==> config.mk <==
export PLATFORM = sky130hd
export DESIGN_NAME = sfw_top
export DESIGN_NICKNAME = d
export VERILOG_FILES = /design/src/sfw_pkg.sv /design/src/sfw_top.sv
export VERILOG_INCLUDE_DIRS = /design/src
export SDC_FILE = /design/constraint.sdc
export NUM_CORES = 1
export LEC_CHECK = 0
export BUFFER_PORTS_ARGS = -buffer_cell sky130_fd_sc_hd__buf_2
export CAP_MARGIN = 20
export CORE_MARGIN = 8
export CORE_UTILIZATION = 46
export CTS_CLUSTER_DIAMETER = 50
export DETAILED_ROUTE_END_ITERATION = 12
export GPL_TIMING_DRIVEN = 0
export PLACE_DENSITY = 0.7
export SETUP_SLACK_MARGIN = 0.02
export SLEW_MARGIN = 20
export SYNTH_ARGS = -nofsm -noshare
export SYNTH_HDL_FRONTEND = slang
export SYNTH_SLANG_ARGS = --single-unit
==> constraint.sdc <==
create_clock -name CLK_IN -period 3.4 [get_ports CLK_IN]
set_input_delay 0.17 -clock CLK_IN [delete_from_list [all_inputs] [get_ports CLK_IN]]
set_output_delay 0.17 -clock CLK_IN [all_outputs]
set_load 0.01 [all_outputs]
==> src/sfw_consts.svh <==
// register addresses, field positions, reset values and mode codes for
// the register access firewall; include wherever these names are needed
// Behaviour
// - copy run keeps mode and segment right latched at start
// - shared CPU registers open in all modes
// - duplicated subset only in System/User
// - control-status readable in Firmware and User
// - clock select readable in Firmware always
// - segment size readable in Firmware
// - segmentation registers only in System mode
// - firewall config writes refused in Firmware
// - segment table pointer never reads back
// - random result register is read-only
// - cipher key registers never read back
// - full-duplex copy engine fully blocked
// - exchange windows set only from System
// - Firmware flash access needs System grant
// - System changes table pointer, User cannot
// - segmentation registers reset to zero
// - security writes need mode write permission
// - mode changes on control-status write
// - mode changes on entry vector calls
// - mode changes on special call targets
// - exceptions enter, return restores mode
`ifndef SFW_CONSTS_SVH
`define SFW_CONSTS_SVH
// register groups, upper nibble of the register address
`define SFW_GRP_GEN 4'h0
`define SFW_GRP_DUP 4'h1
`define SFW_GRP_SYSM 4'h2
`define SFW_GRP_HW 4'h3
`define SFW_GRP_SEG 4'h4
`define SFW_GRP_FWC 4'h5
`define SFW_GRP_TST 4'h6
`define SFW_GRP_FWOS 4'h7
// registers held in this block
`define SFW_A_CSR 8'h20
`define SFW_A_TPTR 8'h21
`define SFW_A_SEGPTR 8'h40
`define SFW_A_SEGEN 8'h41
`define SFW_A_FWL 8'h50
`define SFW_A_FWH 8'h51
`define SFW_A_XBASE 8'h52
`define SFW_A_XSIZE 8'h53
`define SFW_A_FGRANT 8'h54
`define SFW_A_ESIZE 8'h60
// special registers of other blocks
`define SFW_A_CLKSEL 8'h30
`define SFW_A_RNG 8'h31
`define SFW_KEY_MSB 5'h07
// control-status mode field and flash grant bit
`define SFW_CSR_MODE_LSB 0
`define SFW_CSR_MODE_MSB 2
`define SFW_FGRANT_BIT 0
// mode codes in the mode field
`define SFW_CODE_BOOT 3'h0
`define SFW_CODE_TEST 3'h1
`define SFW_CODE_FW 3'h2
`define SFW_CODE_SYS 3'h3
`define SFW_CODE_USER 3'h4
// reset values
`define SFW_RST_REG8 8'h00
`define SFW_RST_DATA32 32'h0000_0000
// access sources
`define SFW_SRC_CPU 2'h0
`define SFW_SRC_COPY 2'h1
`define SFW_SRC_FDCOPY 2'h2
`endif

==> src/sfw_pkg.sv <==
// types for the register access firewall
// assumes sfw_consts.svh for numeric values
package sfw_pkg;
   typedef enum logic [4:0] {
      SFW_BOOT = 5'b00001,
      SFW_TEST = 5'b00010,
      SFW_FW = 5'b00100,
      SFW_SYS = 5'b01000,
      SFW_USER = 5'b10000
   } sfw_mode_t;

   typedef struct packed {
      logic valid;
      logic write;
      logic [1:0] src;
      logic [7:0] addr;
      logic [7:0] rdata;
      logic seg_right;
   } sfw_chk_req_t;

   typedef struct packed {
      logic done;
      logic grant;
      logic we;
      logic [7:0] rdata;
   } sfw_chk_rsp_t;

   typedef struct packed {
      logic system_entry_vector;
      logic firmware_entry_vector;
      logic call;
      logic [2:0] call_code;
      logic exc;
      logic return_from_interrupt;
   } sfw_mode_evt_t;
endpackage

==> src/sfw_top.sv <==
// register access firewall: holds the CPU mode and the security registers,
// answers Avalon-MM for its own registers and judges other accesses
// assumes one clock, synchronous inputs, mode events as one-cycle pulses
//
// The Avalon-MM interface to the registers and the placing of the registers were left to the implementer.
`timescale 1ns/1ps
`include "sfw_consts.svh"
module sfw_top (
   input wire logic CLK_IN,
   input wire logic RST_IN,
   input wire logic CE_IN,
   input wire logic [7:0] AVS_ADDRESS_IN,
   input wire logic AVS_READ_IN,
   input wire logic AVS_WRITE_IN,
   input wire logic [31:0] AVS_WRITEDATA_IN,
   input wire logic [3:0] AVS_BYTEENABLE_IN,
   output logic [31:0] AVS_READDATA_OUT,
   output logic AVS_WAITREQUEST_OUT,
   input wire logic SEG_RIGHT_IN,
   input wire sfw_pkg::sfw_chk_req_t CHK_REQ_IN,
   output sfw_pkg::sfw_chk_rsp_t CHK_RSP_OUT,
   input wire logic CPY_START_IN,
   input wire logic CPY_END_IN,
   input wire sfw_pkg::sfw_mode_evt_t EVT_IN,
   output sfw_pkg::sfw_mode_t MODE_OUT,
   output logic [7:0] SEG_PTR_OUT,
   output logic [7:0] SEG_EN_OUT,
   output logic [7:0] SEG_SIZE_OUT,
   output logic [7:0] XCHG_BASE_OUT,
   output logic [7:0] XCHG_SIZE_OUT,
   output logic FW_FLASH_OK_OUT
);
   sfw_pkg::sfw_mode_t mode_r;
   sfw_pkg::sfw_mode_t mode_nxt;
   sfw_pkg::sfw_mode_t saved_mode_r;
   sfw_pkg::sfw_mode_t copy_mode_r;
   logic copy_seg_r;
   logic copy_busy_r;
   logic [7:0] tptr_r;
   logic [7:0] seg_ptr_r;
   logic [7:0] seg_en_r;
   logic [7:0] fwl_r;
   logic [7:0] fwh_r;
   logic [7:0] xbase_r;
   logic [7:0] xsize_r;
   logic [7:0] fgrant_r;
   logic [7:0] esize_r;
   logic [15:0] fw_rights;
   logic av_req;
   logic av_take;
   logic av_rd_ok;
   logic av_wr_ok;
   logic [7:0] av_rdata;
   logic [7:0] av_wdata;
   logic csr_wr;
   sfw_pkg::sfw_mode_t chk_mode;
   logic chk_seg;
   logic chk_ok;

   function automatic sfw_pkg::sfw_mode_t code2mode(input logic [2:0] c);
      case (c)
         `SFW_CODE_BOOT: code2mode = sfw_pkg::SFW_BOOT;
         `SFW_CODE_TEST: code2mode = sfw_pkg::SFW_TEST;
         `SFW_CODE_FW: code2mode = sfw_pkg::SFW_FW;
         `SFW_CODE_SYS: code2mode = sfw_pkg::SFW_SYS;
         default: code2mode = sfw_pkg::SFW_USER;
      endcase
   endfunction

   function automatic logic [2:0] mode2code(input sfw_pkg::sfw_mode_t m);
      case (m)
         sfw_pkg::SFW_BOOT: mode2code = `SFW_CODE_BOOT;
         sfw_pkg::SFW_TEST: mode2code = `SFW_CODE_TEST;
         sfw_pkg::SFW_FW: mode2code = `SFW_CODE_FW;
         sfw_pkg::SFW_SYS: mode2code = `SFW_CODE_SYS;
         default: mode2code = `SFW_CODE_USER;
      endcase
   endfunction

   // the one access decision, shared by the bus and the check port
   function automatic logic allow(
      input sfw_pkg::sfw_mode_t m,
      input logic [7:0] a,
      input logic wr,
      input logic [15:0] rights,
      input logic seg
   );
      logic rd;
      logic boot;
      logic test;
      logic fw;
      logic sys;
      logic usr;
      logic ok;
      rd = ~wr;
      boot = (m == sfw_pkg::SFW_BOOT);
      test = (m == sfw_pkg::SFW_TEST);
      fw = (m == sfw_pkg::SFW_FW);
      sys = (m == sfw_pkg::SFW_SYS);
      usr = (m == sfw_pkg::SFW_USER);
      case (a[7:4])
         `SFW_GRP_GEN: ok = 1'b1;
         `SFW_GRP_DUP: ok = sys | usr;
         `SFW_GRP_SYSM: begin
            ok = boot | test | sys;
            if (rd && a == `SFW_A_CSR && (fw || usr)) begin
               ok = 1'b1;
            end
            if (rd && a == `SFW_A_TPTR) begin
               ok = 1'b0;
            end
         end
         `SFW_GRP_HW: begin
            ok = boot | test | sys | (fw & rights[a[3:0]]) | (usr & seg);
            if (rd && fw && a == `SFW_A_CLKSEL) begin
               ok = 1'b1;
            end
            if (wr && a == `SFW_A_RNG) begin
               ok = 1'b0;
            end
            if (rd && a[7:3] == `SFW_KEY_MSB) begin
               ok = 1'b0;
            end
         end
         `SFW_GRP_SEG: ok = sys;
         `SFW_GRP_FWC: ok = boot | test | sys | (fw & rd);
         `SFW_GRP_TST: begin
            ok = test;
            if (rd && fw && a == `SFW_A_ESIZE) begin
               ok = 1'b1;
            end
         end
         `SFW_GRP_FWOS: ok = boot | test | fw;
         default: ok = 1'b0;
      endcase
      allow = ok;
   endfunction

   assign fw_rights = {fwh_r, fwl_r};
   assign av_req = AVS_READ_IN | AVS_WRITE_IN;
   // one wait state: request taken while waitrequest is still high
   assign av_take = CE_IN & av_req & AVS_WAITREQUEST_OUT;
   assign av_wdata = AVS_WRITEDATA_IN[7:0];
   assign av_rd_ok = allow(mode_r, AVS_ADDRESS_IN, 1'b0, fw_rights,
                           SEG_RIGHT_IN);
   // exchange windows and flash grant are stricter than their group
   assign av_wr_ok = AVS_WRITE_IN & AVS_BYTEENABLE_IN[0] &
      allow(mode_r, AVS_ADDRESS_IN, 1'b1, fw_rights, SEG_RIGHT_IN) &
      ((AVS_ADDRESS_IN != `SFW_A_XBASE && AVS_ADDRESS_IN != `SFW_A_XSIZE &&
        AVS_ADDRESS_IN != `SFW_A_FGRANT) ||
       mode_r == sfw_pkg::SFW_SYS);
   assign csr_wr = av_take & av_wr_ok & (AVS_ADDRESS_IN == `SFW_A_CSR);

   always_comb begin
      case (AVS_ADDRESS_IN)
         `SFW_A_CSR: av_rdata = {5'h00, mode2code(mode_r)};
         `SFW_A_SEGPTR: av_rdata = seg_ptr_r;
         `SFW_A_SEGEN: av_rdata = seg_en_r;
         `SFW_A_FWL: av_rdata = fwl_r;
         `SFW_A_FWH: av_rdata = fwh_r;
         `SFW_A_XBASE: av_rdata = xbase_r;
         `SFW_A_XSIZE: av_rdata = xsize_r;
         `SFW_A_FGRANT: av_rdata = fgrant_r;
         `SFW_A_ESIZE: av_rdata = esize_r;
         default: av_rdata = `SFW_RST_REG8;
      endcase
   end

   always_ff @(posedge CLK_IN) begin
      if (RST_IN) begin
         AVS_WAITREQUEST_OUT <= 1'b1;
         AVS_READDATA_OUT <= `SFW_RST_DATA32;
      end else if (CE_IN) begin
         AVS_WAITREQUEST_OUT <= ~(av_req & AVS_WAITREQUEST_OUT);
         if (av_take && AVS_READ_IN) begin
            // refused or unmapped reads give zero
            AVS_READDATA_OUT <= av_rd_ok ?
               {24'h000000, av_rdata} : `SFW_RST_DATA32;
         end
      end
   end

   // security registers; refused writes simply do not load
   always_ff @(posedge CLK_IN) begin
      if (RST_IN) begin
         seg_ptr_r <= `SFW_RST_REG8;
         seg_en_r <= `SFW_RST_REG8;
         esize_r <= `SFW_RST_REG8;
         tptr_r <= `SFW_RST_REG8;
         fwl_r <= `SFW_RST_REG8;
         fwh_r <= `SFW_RST_REG8;
         xbase_r <= `SFW_RST_REG8;
         xsize_r <= `SFW_RST_REG8;
         fgrant_r <= `SFW_RST_REG8;
      end else if (av_take && av_wr_ok) begin
         case (AVS_ADDRESS_IN)
            `SFW_A_SEGPTR: seg_ptr_r <= av_wdata;
            `SFW_A_SEGEN: seg_en_r <= av_wdata;
            `SFW_A_ESIZE: esize_r <= av_wdata;
            `SFW_A_TPTR: tptr_r <= av_wdata;
            `SFW_A_FWL: fwl_r <= av_wdata;
            `SFW_A_FWH: fwh_r <= av_wdata;
            `SFW_A_XBASE: xbase_r <= av_wdata;
            `SFW_A_XSIZE: xsize_r <= av_wdata;
            `SFW_A_FGRANT: fgrant_r <= av_wdata;
            default: ;
         endcase
      end
   end

   // mode changes; hardware events outrank a register write
   always_comb begin
      mode_nxt = mode_r;
      if (EVT_IN.exc) begin
         mode_nxt = sfw_pkg::SFW_SYS;
      end else if (EVT_IN.return_from_interrupt) begin
         mode_nxt = saved_mode_r;
      end else if (EVT_IN.system_entry_vector) begin
         mode_nxt = sfw_pkg::SFW_SYS;
      end else if (EVT_IN.firmware_entry_vector) begin
         mode_nxt = sfw_pkg::SFW_FW;
      end else if (EVT_IN.call) begin
         mode_nxt = code2mode(EVT_IN.call_code);
      end else if (csr_wr) begin
         mode_nxt = code2mode(av_wdata[`SFW_CSR_MODE_MSB:`SFW_CSR_MODE_LSB]);
      end
   end

   always_ff @(posedge CLK_IN) begin
      if (RST_IN) begin
         mode_r <= sfw_pkg::SFW_BOOT;
         saved_mode_r <= sfw_pkg::SFW_BOOT;
      end else if (CE_IN) begin
         mode_r <= mode_nxt;
         if (EVT_IN.exc) begin
            // single level only: nested entries overwrite the saved mode
            saved_mode_r <= mode_r;
         end
      end
   end

   // copy engine mode and segment right frozen at launch
   always_ff @(posedge CLK_IN) begin
      if (RST_IN) begin
         copy_mode_r <= sfw_pkg::SFW_BOOT;
         copy_seg_r <= 1'b0;
         copy_busy_r <= 1'b0;
      end else if (CE_IN) begin
         if (CPY_START_IN) begin
            copy_mode_r <= mode_r;
            copy_seg_r <= SEG_RIGHT_IN;
            copy_busy_r <= 1'b1;
         end else if (CPY_END_IN) begin
            copy_busy_r <= 1'b0;
         end
      end
   end

   always_comb begin
      chk_mode = mode_r;
      chk_seg = CHK_REQ_IN.seg_right;
      if (CHK_REQ_IN.src == `SFW_SRC_COPY) begin
         chk_mode = copy_mode_r;
         chk_seg = copy_seg_r;
      end
   end

   assign chk_ok = allow(chk_mode, CHK_REQ_IN.addr, CHK_REQ_IN.write,
                         fw_rights, chk_seg) &
      (CHK_REQ_IN.src != `SFW_SRC_FDCOPY) &
      (CHK_REQ_IN.src != `SFW_SRC_COPY || copy_busy_r);

   always_ff @(posedge CLK_IN) begin
      if (RST_IN) begin
         CHK_RSP_OUT <= '0;
      end else if (CE_IN) begin
         CHK_RSP_OUT.done <= CHK_REQ_IN.valid;
         CHK_RSP_OUT.grant <= CHK_REQ_IN.valid & chk_ok;
         CHK_RSP_OUT.we <= CHK_REQ_IN.valid & chk_ok & CHK_REQ_IN.write;
         CHK_RSP_OUT.rdata <= (CHK_REQ_IN.valid && chk_ok &&
            !CHK_REQ_IN.write) ? CHK_REQ_IN.rdata : `SFW_RST_REG8;
      end
   end

   always_ff @(posedge CLK_IN) begin
      if (RST_IN) begin
         MODE_OUT <= sfw_pkg::SFW_BOOT;
         SEG_PTR_OUT <= `SFW_RST_REG8;
         SEG_EN_OUT <= `SFW_RST_REG8;
         SEG_SIZE_OUT <= `SFW_RST_REG8;
         XCHG_BASE_OUT <= `SFW_RST_REG8;
         XCHG_SIZE_OUT <= `SFW_RST_REG8;
         FW_FLASH_OK_OUT <= 1'b0;
      end else if (CE_IN) begin
         MODE_OUT <= mode_nxt;
         SEG_PTR_OUT <= seg_ptr_r;
         SEG_EN_OUT <= seg_en_r;
         SEG_SIZE_OUT <= esize_r;
         XCHG_BASE_OUT <= xbase_r;
         XCHG_SIZE_OUT <= xsize_r;
         FW_FLASH_OK_OUT <= fgrant_r[`SFW_FGRANT_BIT] &
            (mode_nxt == sfw_pkg::SFW_FW);
      end
   end
endmodule

==> run_results.csv <==
group,metric,value,unit
global_route,antenna_found_initial,0,
critical_path,startpoint_type,"register",
floorplanning,die_y,142,um
sta,max_clock_freq,349,MHz
drt,drc_errors,0,
pwr,peakVddDrop,0.357,mV
critical_path,critPathSlowestCell,"nor4_4",
clock_tree,cts.sinks,142,
synth,yosysSeqAreaShare,0.388,
floorplanning,fp.dieArea,20200,sq um
critical_path,slowest_delay,0.66,ns
critical_path,cp-end-kind,"register",
critical_path,path_common_cell,"a211oi_1",
sta,slew_violations,0,
drt,vias,6401,
place,portBuffers,108,
synth,synth.distinct_cells,73,
critical_path,path_buf_inv,1,
drt,wl_per_cell,18.2,um
sta,maxSlewHeadroom,0.405,
synth,synth-edff-count,0,
critical_path,cp.required,3.68,ns
drt,wl,21.4,mm
drt,ant_nets,0,
synth,syn_area,7320,sq um
sta,fin_skew,0.00792,ns
sta,hold_ws,0.0232,ns
clock_tree,htreeDepth,4,
place,dp_hpwl,15.8,mm
sta,layout_min_cycle_time,2.87,ns
clock_tree,postCtsSetupRepairBufs,0,
synth,synth_area_leaders,"dfxtp_1 39%, mux2i_1 16%, nor2_1 6.6%",
drt,wl_met1,9.40,mm
drt,routed-wl-met3,1.75,mm
pwr,p_leak,4.18,nW
final_layout,fin_nets,1027,
drt,drtIter0Drc,497,
critical_path,worst-path-max-fanout,10,
critical_path,path_cells,"buf_2 -> nor2_1 -> mux2i_1 -> o22ai_1 -> a211oi_1 -> a211oi_1 -> nor4_4 -> o41ai_1",
synth,syn_inst,788,
final_layout,area_delta_synth_final,21.8,%
final_layout,utilization,0.567,
final_layout,layout-drive-gt1-share,0.223,
sta,period_share,0.844,
synth,ys_ff_latch,142,
global_route,grt_max_degree,17,
sta,tightest_slew,0.889,ns
sta,rsz0062_at_grt,"no",
synth,async_reset_ff_frac,0,
synth,yosysTopAreaCell,"dfxtp_1",
status,status,"finished clean",
critical_path,critical_path_class,"reg2reg",
drt,dr.max_layer_used,"met4",
critical_path,cp_top_family,"compound AO/OA/AOI/OAI gates",
floorplanning,coreArea,15700,sq um
sta,final_hold_viol_count,0,
critical_path,worstPathArrival,3.15,ns
floorplanning,die-width,142,um
place,place_congestion,0.885,
global_route,grt_overflow,0,
drt,dr.pass1.iters,5,
sta,setup_ws,0.532,ns
synth,ys.flop_type,"dfxtp_1",
drt,met2_wirelength,9.76,mm
worst_hold_path,hold_class,"in2reg",
global_route,grt_pass1_vias,6197,
global_route,grtUsageTotal,0.212,
floorplanning,rows,46,
clock_tree,cts_buffers,17,
critical_path,r2r_slack,0.53,ns
final_layout,diodes,0,
clock_tree,clk_latency,0.43,ns
clock_tree,path_clk_slew,0.06,ns
place,pre_cts_slack,0.568,ns
synth,ys_warn_count,0,
sta,report.final.setup_viol,0,
synth,syn_avg_cell_area,9.29,sq um
clock_tree,clk_path_buf_depth,2,
synth,yosysMostFrequentCell,"dfxtp_1",
pwr,power_density,448,nW/um^2
clock_tree,root_buffer,"clkbuf_16",
synth,synth_top_area_share,0.388,
global_route,grt_pass1_wl,33.4,mm
floorplanning,ios,171,
sta,fin_tns_setup,0,ns
floorplanning,start_util,0.466,
synth,ys_top_cells_by_count,"142 x dfxtp_1, 129 x nor2_1, 115 x mux2i_1",
drt,viasPerCell,5.45,
clock_tree,tritoncts,"done",
job,drv_cap,0,
cells in the final DEF (no fill, tap or decap), types with 5 or more instances in the layout:
| cell | Yosys | final |
|---|---|---|
| nand3b_1 | 6 | 6 |
| a22oi_1 | 7 | 7 |
| mux2i_1 | 115 | 115 |
| a211oi_1 | 6 | 6 |
| nor2b_1 | 8 | 8 |
| buf_4 | 26 | 26 |
| clkbuf_16 | 0 | 17 |
| clkbuf_1 | 31 | 32 |
| dfxtp_1 | 142 | 142 |
| o21ai_1 | 9 | 9 |
| nand2b_1 | 14 | 14 |
| nand2_1 | 60 | 60 |
| nor3_1 | 16 | 16 |
| nor2_1 | 129 | 129 |
| buf_1 | 11 | 11 |
| conb_1 | 1 | 24 |
| mux4_2 | 15 | 15 |
| inv_1 | 14 | 14 |
| o211ai_4 | 5 | 5 |
| a2111oi_0 | 5 | 5 |
| o211ai_1 | 7 | 7 |
| a31oi_1 | 7 | 7 |
| a21oi_1 | 18 | 18 |
| nand3_1 | 16 | 16 |
| o41ai_1 | 10 | 10 |
| a221oi_1 | 8 | 8 |
| o21ai_0 | 15 | 15 |
| buf_2 | 10 | 118 |
| dlygate4sd3_1 | 0 | 8 |
power by group:
part           switching (W)  leakage, nW  internal [W]
Sequential         0.0000102         1.15       0.00167
Clock               0.000741        0.297       0.00120
Combinational       0.000237         2.74      0.000137
cell type report:
type / count / area (sq um)
fill: 1439 / 6800
multi-input combinational: 574 / 4070
sequential: 142 / 2840
timing repair buffer: 116 / 621
clock buffer: 20 / 457
buffer: 81 / 445
tap: 216 / 270
clock inverter: 12 / 159
inverter: 14 / 52.6
worst paths after layout:
check                  from             end  cells past startpoint
max             MODE_OUT[0]  CHK_RSP_OUT[7]                      8
min           CHK_REQ_IN[8]  CHK_RSP_OUT[7]                      3
max reg2reg     MODE_OUT[0]  CHK_RSP_OUT[7]                      8
min reg2reg  CHK_RSP_OUT[4]  CHK_RSP_OUT[4]                      2
flip-flops by register name, indices dropped and copies added, names as in the netlist:
register	cells
AVS_READDATA_OUT	8
AVS_WAITREQUEST_OUT	1
CHK_RSP_OUT	11
FW_FLASH_OK_OUT	1
MODE_OUT	5
SEG_EN_OUT	8
SEG_PTR_OUT	8
SEG_SIZE_OUT	8
XCHG_BASE_OUT	8
XCHG_SIZE_OUT	8
copy_busy_r	1
copy_mode_r	5
copy_seg_r	1
esize_r	8
fgrant_r	8
fwh_r	8
fwl_r	8
saved_mode_r	5
seg_en_r	8
seg_ptr_r	8
xbase_r	8
xsize_r	8
worst min-delay path, delay by kind of cell:
family / cells / cell delay (ns)
AOI/OAI and AO/OA: 1 / 0.08
buffers and inverters: 2 / 0.14
metrics by stage:
step	cells	instance area, sq um	power [W]
3_5_place_dp	1135	8220	0.00208
6_report	1175	8910	0.00400
3_3_place_gp	1135	8220	0.00208
2_1_floorplan	811	7410	0.00196
4_1_cts	1175	8910	0.00402
5_1_grt	1175	8910	0.00413
routing by layer:
metal | track usage | vias up
li1 | - | 3107
met1 | 0.267 | 2985
met2 | 0.337 | 270
met3 | 0.0621 | 39
met4 | 0.0746 | 0
met5 | 0 | -
logic make-up (layout without fill, tap and decap cells):
kind of cell / after synthesis / in the layout / share of synthesized area
buffers and inverters: 95 / 243 / 0.0680
multiplexers: 132 / 132 / 0.206
AND/OR/NAND/NOR: 284 / 284 / 0.185
flip-flops: 142 / 142 / 0.388
other: 1 / 24 / 0.000512
AO/OA/AOI/OAI: 129 / 129 / 0.146
XOR/XNOR: 5 / 5 / 0.00598
timing repair:
action                                  CTS  global route
endpoints found under the hold margin     8             0
gates resized for setup                   0             0
hold buffers                              8             0
endpoints found under the setup margin    0             0
Power figures use the tool's default switching activity.
